### config.mk
export PLATFORM = sky130hd
export DESIGN_NAME = cid_decode
export DESIGN_NICKNAME = d
export VERILOG_FILES = /design/src/core/cid_pkg.sv /design/src/core/cid_decode.sv
export SDC_FILE = /design/constraint.sdc
export NUM_CORES = 1
export LEC_CHECK = 0
export CORE_AREA = 2 2 101 103
export DETAILED_ROUTE_END_ITERATION = 8
export DIE_AREA = 0 0 103 105
export DONT_BUFFER_PORTS = 1
export PLACE_DENSITY = 0.54
export SYNTH_ARGS = -nofsm -noshare
export SYNTH_HDL_FRONTEND = slang
export SYNTH_SLANG_ARGS = --single-unit
### constraint.sdc
create_clock -name core_clk -period 0.8 [get_ports core_clk]
set_input_delay 0.04 -clock core_clk [delete_from_list [all_inputs] [get_ports core_clk]]
set_output_delay 0.04 -clock core_clk [all_outputs]
set_load 0.01 [all_outputs]
### src/core/cid_pkg.sv
package cid_pkg;

  // field positions within the instruction word
  localparam int OPC_LSB   = 26;
  localparam int SRC_LSB   = 21;
  localparam int TGT_LSB   = 16;
  localparam int DST_LSB   = 11;
  localparam int SHAMT_LSB = 6;
  localparam int FUNC_LSB  = 0;
  localparam int IMM_LSB   = 0;
  localparam int JIDX_LSB  = 0;
  localparam int OPC_W     = 6;
  localparam int REG_W     = 5;
  localparam int FUNC_W    = 6;
  localparam int IMM_W     = 16;
  localparam int JIDX_W    = 26;
  localparam int JLOW_W    = 28;
  localparam int WORD_W    = 32;

  // primary opcode values
  localparam logic [5:0] OPC_SPECIAL  = 6'h00;
  localparam logic [5:0] OPC_REG_IMM_CLASS = 6'h01;
  localparam logic [5:0] OPC_XOR_WITH_CONSTANT = 6'h0E;
  localparam logic [5:0] OPC_SYSCTL   = 6'h10;
  localparam logic [5:0] OPC_FLOAT    = 6'h11;
  localparam logic [5:0] OPC_SECOND_COPROC = 6'h12;
  localparam logic [5:0] OPC_THIRD_COPROC  = 6'h13;

  // encodings valid in the second-level table
  localparam logic [63:0] L2_OPC_MASK   = 64'hEFEF_4F7F_00FF_FFFF;
  localparam logic [63:0] L2_FUNC_MASK  = 64'h004E_0CFF_0F0F_B3DD;
  localparam logic [31:0] L2_RIMM_MASK  = 32'h0003_4C03;
  // third coprocessor class and its loads and stores
  localparam logic [63:0] THIRD_COPROC_MASK = 64'h8888_0000_0008_0000;
  // coprocessor loads and stores, units 1 to 3
  localparam logic [63:0] CPLS_OPC_MASK = 64'hEEEE_0000_0000_0000;

  // architecture mode of the decoder
  typedef enum logic [2:0] {
    CID_MODE_L2 = 3'b001,
    CID_MODE_L3 = 3'b010,
    CID_MODE_L4 = 3'b100
  } cid_mode_e;

  // fields split out of one word
  typedef struct packed {
    logic [5:0]  opcode;
    logic [4:0]  source_specifier;
    logic [4:0]  target_specifier;
    logic [4:0]  dest_specifier;
    logic [4:0]  shift_amount;
    logic [5:0]  func;
    logic [15:0] imm;
    logic [27:0] jump_low;
  } cid_fields_s;

  // class and dispatch controls
  typedef struct packed {
    logic       special;
    logic       register_immediate_class;
    logic [3:0] cop_dispatch;
    logic       float_load_store;
    logic       float_indexed_class;
    logic       cond_move_float_flag;
    logic       reserved_exc;
    logic       align_exc;
  } cid_ctrl_s;

endpackage

### src/core/cid_decode.sv
`timescale 1ns/1ps
module cid_decode
  import cid_pkg::*;
#(
  parameter int          XLEN        = 64,       // general register width
  parameter logic        CP2_PRESENT = 1'b1,     // second coprocessor fitted
  parameter logic [5:0]  CMOV_FUNC   = 6'h01,    // float-flag move function
  parameter logic [63:0] L3_OPC_ADD  = 64'h0,    // opcodes new at level 3
  parameter logic [63:0] L4_OPC_ADD  = 64'h0,    // opcodes new at level 4
  parameter logic [63:0] L3_FUNC_ADD = 64'h0,    // functions new at level 3
  parameter logic [63:0] L4_FUNC_ADD = 64'h0,    // functions new at level 4
  parameter logic [31:0] L3_RIMM_ADD = 32'h0     // target codes new at 3
)(
  input  wire logic              core_clk,        // core clock
  input  wire logic              resetn,          // async reset, low
  input  wire logic              in_valid,        // word presented
  input  wire logic [31:0]       in_word,         // instruction word
  input  wire logic [1:0]        in_addr_low,     // fetch address bits 1..0
  input  wire cid_pkg::cid_mode_e mode,           // architecture mode
  input  wire logic [XLEN-1:0]   source_value,    // source register value
  output cid_pkg::cid_fields_s   fields_ff,       // split fields
  output cid_pkg::cid_ctrl_s     ctrl_ff,         // class and dispatch
  output logic                   out_valid_ff,    // decode result valid
  output logic                   wr_en_ff,        // xor result write
  output logic [4:0]             wr_idx_ff,       // general_register index
  output logic [XLEN-1:0]        wr_data_ff       // xor result
);
  import cid_pkg::*;

  cid_fields_s     nxt_fields;   // fields of the incoming word
  cid_ctrl_s       nxt_ctrl;     // controls of the incoming word
  logic            is_xor_const; // xor-with-constant recognised
  logic [XLEN-1:0] nxt_xor;      // xor result

  // opcode legal at the selected level; the third coprocessor slot is
  // never legal as such, because this core is fourth level
  function automatic logic opc_ok(input logic [5:0] opc,
                                  input cid_mode_e  m);
    logic [63:0] msk;
    msk = L2_OPC_MASK & ~THIRD_COPROC_MASK;
    if (m != CID_MODE_L2)
      msk = msk | L3_OPC_ADD;
    if (m == CID_MODE_L4)
      msk = msk | L4_OPC_ADD | (64'h1 << OPC_THIRD_COPROC);
    if (!CP2_PRESENT)
    begin
      // class slot plus its four load and store slots
      msk[OPC_SECOND_COPROC] = 1'b0;
      msk[OPC_SECOND_COPROC + 6'h20] = 1'b0;
      msk[OPC_SECOND_COPROC + 6'h24] = 1'b0;
      msk[OPC_SECOND_COPROC + 6'h28] = 1'b0;
      msk[OPC_SECOND_COPROC + 6'h2C] = 1'b0;
    end
    return msk[opc];
  endfunction

  // function code legal at the selected level
  function automatic logic func_ok(input logic [5:0] fn,
                                   input cid_mode_e  m);
    logic [63:0] msk;
    msk = L2_FUNC_MASK;
    if (m != CID_MODE_L2)
      msk = msk | L3_FUNC_ADD;
    if (m == CID_MODE_L4)
      msk = msk | L4_FUNC_ADD | (64'h1 << CMOV_FUNC);
    return msk[fn];
  endfunction

  // target code legal under the register-immediate class
  function automatic logic rimm_ok(input logic [4:0] tc,
                                   input cid_mode_e  m);
    logic [31:0] msk;
    msk = L2_RIMM_MASK;
    if (m != CID_MODE_L2)
      msk = msk | L3_RIMM_ADD;
    return msk[tc];
  endfunction

  // split the word at fixed positions
  always_comb
  begin
    nxt_fields.opcode           = in_word[OPC_LSB +: OPC_W];
    nxt_fields.source_specifier = in_word[SRC_LSB +: REG_W];
    nxt_fields.target_specifier = in_word[TGT_LSB +: REG_W];
    nxt_fields.dest_specifier   = in_word[DST_LSB +: REG_W];
    nxt_fields.shift_amount     = in_word[SHAMT_LSB +: REG_W];
    nxt_fields.func             = in_word[FUNC_LSB +: FUNC_W];
    nxt_fields.imm              = in_word[IMM_LSB +: IMM_W];
    nxt_fields.jump_low = {in_word[JIDX_LSB +: JIDX_W], 2'b00};
  end

  // class decode, always steered by the primary opcode first
  always_comb
  begin
    nxt_ctrl = '0;
    // misaligned fetch cannot be a whole instruction word
    nxt_ctrl.align_exc = (in_addr_low != 2'b00);
    if (!opc_ok(nxt_fields.opcode, mode))
    begin
      // covers the third coprocessor in the restricted modes
      nxt_ctrl.reserved_exc = 1'b1;
    end
    else if (nxt_fields.opcode == OPC_SPECIAL)
    begin
      // function field only looked at inside this class
      nxt_ctrl.special = 1'b1;
      if (!func_ok(nxt_fields.func, mode))
        nxt_ctrl.reserved_exc = 1'b1;
      else if (mode == CID_MODE_L4 && nxt_fields.func == CMOV_FUNC)
      begin
        nxt_ctrl.cond_move_float_flag = 1'b1;
        nxt_ctrl.cop_dispatch[1] = 1'b1;
      end
    end
    else if (nxt_fields.opcode == OPC_REG_IMM_CLASS)
    begin
      // target field names the operation here, not a register
      nxt_ctrl.register_immediate_class = 1'b1;
      if (!rimm_ok(nxt_fields.target_specifier, mode))
        nxt_ctrl.reserved_exc = 1'b1;
    end
    else if (nxt_fields.opcode == OPC_THIRD_COPROC)
    begin
      // slot reused as the indexed float class at level 4
      nxt_ctrl.float_indexed_class = 1'b1;
      nxt_ctrl.cop_dispatch[1] = 1'b1;
    end
    else if (nxt_fields.opcode[5:2] == OPC_SYSCTL[5:2])
    begin
      // whole class handed over, system control unseen here
      nxt_ctrl.cop_dispatch[nxt_fields.opcode[1:0]] = 1'b1;
    end
    else if (CPLS_OPC_MASK[nxt_fields.opcode])
    begin
      // coprocessor number lives in the low opcode bits
      nxt_ctrl.cop_dispatch[nxt_fields.opcode[1:0]] = 1'b1;
      nxt_ctrl.float_load_store = (nxt_fields.opcode[1:0] == 2'd1);
    end
  end

  // system control class needs no decode beyond dispatch
  // bit 0 of cop_dispatch is the system control unit

  // xor-with-constant recognised by opcode alone, no own fault
  assign is_xor_const = (nxt_fields.opcode == OPC_XOR_WITH_CONSTANT);
  // immediate zero-extended; sign extension would corrupt high bits
  assign nxt_xor = source_value ^
                   {{(XLEN-IMM_W){1'b0}}, nxt_fields.imm};

  // decode outputs, one stage after the word
  always_ff @(posedge core_clk or negedge resetn)
  begin
    if (!resetn)
    begin
      fields_ff    <= '0;
      ctrl_ff      <= '0;
      out_valid_ff <= 1'b0;
    end
    else
    begin
      fields_ff    <= nxt_fields;
      ctrl_ff      <= in_valid ? nxt_ctrl : '0;
      out_valid_ff <= in_valid;
    end
  end

  // xor result write port
  always_ff @(posedge core_clk or negedge resetn)
  begin
    if (!resetn)
    begin
      wr_en_ff   <= 1'b0;
      wr_idx_ff  <= '0;
      wr_data_ff <= '0;
    end
    else
    begin
      // a misaligned word is not an instruction, so no write
      wr_en_ff   <= in_valid && is_xor_const && !nxt_ctrl.align_exc;
      wr_idx_ff  <= nxt_fields.target_specifier;
      wr_data_ff <= nxt_xor;
    end
  end
endmodule

==> reports/qor.csv <==
metric,value,unit
clk_path_buf_depth,2,
timing.final.crit_period,0.9062,ns
wl_per_cell,20.40,µm
yosysMostFrequentCell,dfrtp_1,
synthFlopType,dfrtp_1,
die_y,105,µm
drc,0,
grt_pass1_wl,12520,µm
cp-start-kind,flip-flop,
required,0.76,ns
final.period_utilization,1.133,
hp-class,input port to async pin,
grt_max_degree,110,
place_congestion,0.8235,
cts_htree_levels,3,
cp_max_fo,3,
port_buffers,0,
design.core.area,9639,µm²
synth-edff-count,0,
hold_ws,-0.6544,ns
avgSynthCellArea,15.48,µm²
dr.first_iter.drc_count,104,
diodes,0,
final_hold_viol_count,122,
cp-end-kind,output pin,
layout_setup_ws,-0.1062,ns
worstPathArrival,0.87,ns
die_w,103,µm
drive_gt1_frac,0.2212,
critPathCapture,fields_ff[32],
dp_slack,-0.3599,ns
drt_wl_total,9077,µm
num_vias,2016,
pwr-share-seq,0.613,
dp_cells,332,
synth_commonest_cells,"dfrtp_1, buf_4, xor2_1",
cts_made_buffers,9,
crit_type,flip-flop to output pin,
finalMaxSlewViolations,0,
dieArea,10820,µm²
ir_drop,0.8543,mV
synth-seq-cells,109,
synth_top_cell_by_area,dfrtp_1,
grt_pass1_vias,2218,
grt_usage,0.1610,
cp.depth,0,
start_util,0.3821,
final_nets,416,
placed_area,3611,µm²
comb_power_share,0.069,
clkPwrFrac,0.318,
rsz0062_at_grt,yes,
final_area,4848,µm²
p_switching,2.647,mW
failed_checks,"negative hold slack, negative setup slack",
grt_overflow,0,
num_io_pins,262,
cap_violations,0,
final_cells,445,
postSynth.asyncResetShare,1.000,
yosysSeqAreaShare,0.7405,
firstDrtPassIters,4,
intPower,7.517,mW
clkSinkCount,109,
cts_tree,yes,
antenna_found_initial,0,
crit_path_start,fields_ff[32]$_DFF_PN0_,
seq_area,2761,µm²
cts_setup_buffers,0,
setup_viol,163,
multi_input_area,636.9,µm²
ant_nets,0,
leakagePower,2.116,nW
area_delta_synth_final,31.62,%
synthCells,238,
synthesis.area,3684,µm²
fillers,822,
cts-root-buf,clkbuf_8,
synth.distinct_cells,34,
clk_pin_slew,0.11,ns
synthTopCellsByArea,"dfrtp_1, buf_4, xor2_1",
dp_hpwl,5867,µm
clock.fmax,1104,MHz
outcome,"complete, but fails checks",
row_count,36,
routed_via_density,4.530,
powerDensity,2096,nW/µm²
synth_top_area_frac,0.7405,
switching_share,0.2605,
ys_warn_count,0,
==> power by group through the flow <==
stage | clock (mW) | combinational (mW) | sequential (mW)
global placement | 0 | 0.245 | 6.33
finish | 3.23 | 0.698 | 6.23
floorplan | 0 | 0.428 | 6.18
global route | 3.57 | 0.750 | 6.27
CTS | 3.37 | 0.663 | 6.24
detailed placement | 0 | 0.255 | 6.33
==> layout by cell type (no fill, tap or decap), types with 2 or more instances in the layout <==
master	synthesis	final
and3_1	4	3
clkbuf_8	0	9
nand2b_1	4	4
inv_12	0	2
nand2_1	7	6
nor4_2	0	2
conb_1	1	2
inv_1	5	3
nor2_1	5	4
a21oi_1	5	4
dfrtp_1	109	82
inv_8	0	3
xor2_1	16	16
nor3_1	3	3
dlygate4sd3_1	0	96
buf_4	49	9
ha_1	5	4
dfrtp_2	0	27
==> timing repair <==
item | 4_1_cts | 5_1_grt
pin swaps | 0 | 1
resized for setup | 25 | 9
hold buffers | 94 | 4
setup endpoints to repair | 156 | 163
endpoints found under the hold margin | 218 | 130
==> area by class of cell <==
class / count / area share
flip-flops and latches: 109 / 0.5695
repair buffers: 106 / 0.2147
multi-input cells: 76 / 0.1314
well taps: 133 / 0.03432
clock buffers: 9 / 0.02555
clock inverters: 7 / 0.01548
inverters: 5 / 0.009032
==> worst min-delay path by stage <==
stage / start / end / slack (ns) / depth (start not counted)
final: resetn / fields_ff[35]$_DFF_PN0_ / -0.65 / 0
after global routing: resetn / fields_ff[35]$_DFF_PN0_ / -0.69 / 0
after CTS: resetn / fields_ff[46]$_DFF_PN0_ / -0.68 / 0
after detailed placement: resetn / fields_ff[40]$_DFF_PN0_ / -0.25 / 0
after global placement: resetn / wr_data_ff[12]$_DFF_PN0_ / -0.25 / 0
after floorplan: resetn / ctrl_ff[0]$_DFF_PN0_ / -0.26 / 0
==> kinds of logic after synthesis <==
kind of cell,Yosys count,share of synthesized area
buffers and inverters,54,0.1050
AND/OR/NAND/NOR,35,0.06148
AO/OA/AOI/OAI,18,0.03703
other,1,0.001018
flip-flops,109,0.7405
adder cells (fa/ha/maj),5,0.01698
XOR/XNOR,16,0.03804
==> sequential cells by signal, indices dropped and copies added, names as in the netlist <==
name / flops
wr_data_ff: 64
fields_ff: 28
ctrl_ff: 11
out_valid_ff: 1
wr_idx_ff: 4
wr_en_ff: 1
==> metal layers <==
metal | vias up | global-route usage | routed length (µm)
met5 | - | 0 | 0
met4 | 0 | 0.06391 | 168
met3 | 14 | 0.07559 | 994
met2 | 134 | 0.2839 | 4904
met1 | 1010 | 0.1598 | 3011
li1 | 858 | - | -
==> through the flow <==
stage               hold WS, ns  TNS [ns]  utilization  power [mW]
floorplan               -0.2556   -0.7731            -       6.612
global placement        -0.2537    -1.654       0.3746       6.580
detailed placement      -0.2534    -1.873       0.3746       6.588
CTS                     -0.6784    -13.94       0.4961       10.27
global route            -0.6920    -16.63       0.5030       10.59
finish                  -0.6544    -9.367       0.5030       10.16
No activity file was read; power rests on OpenSTA's default activity.
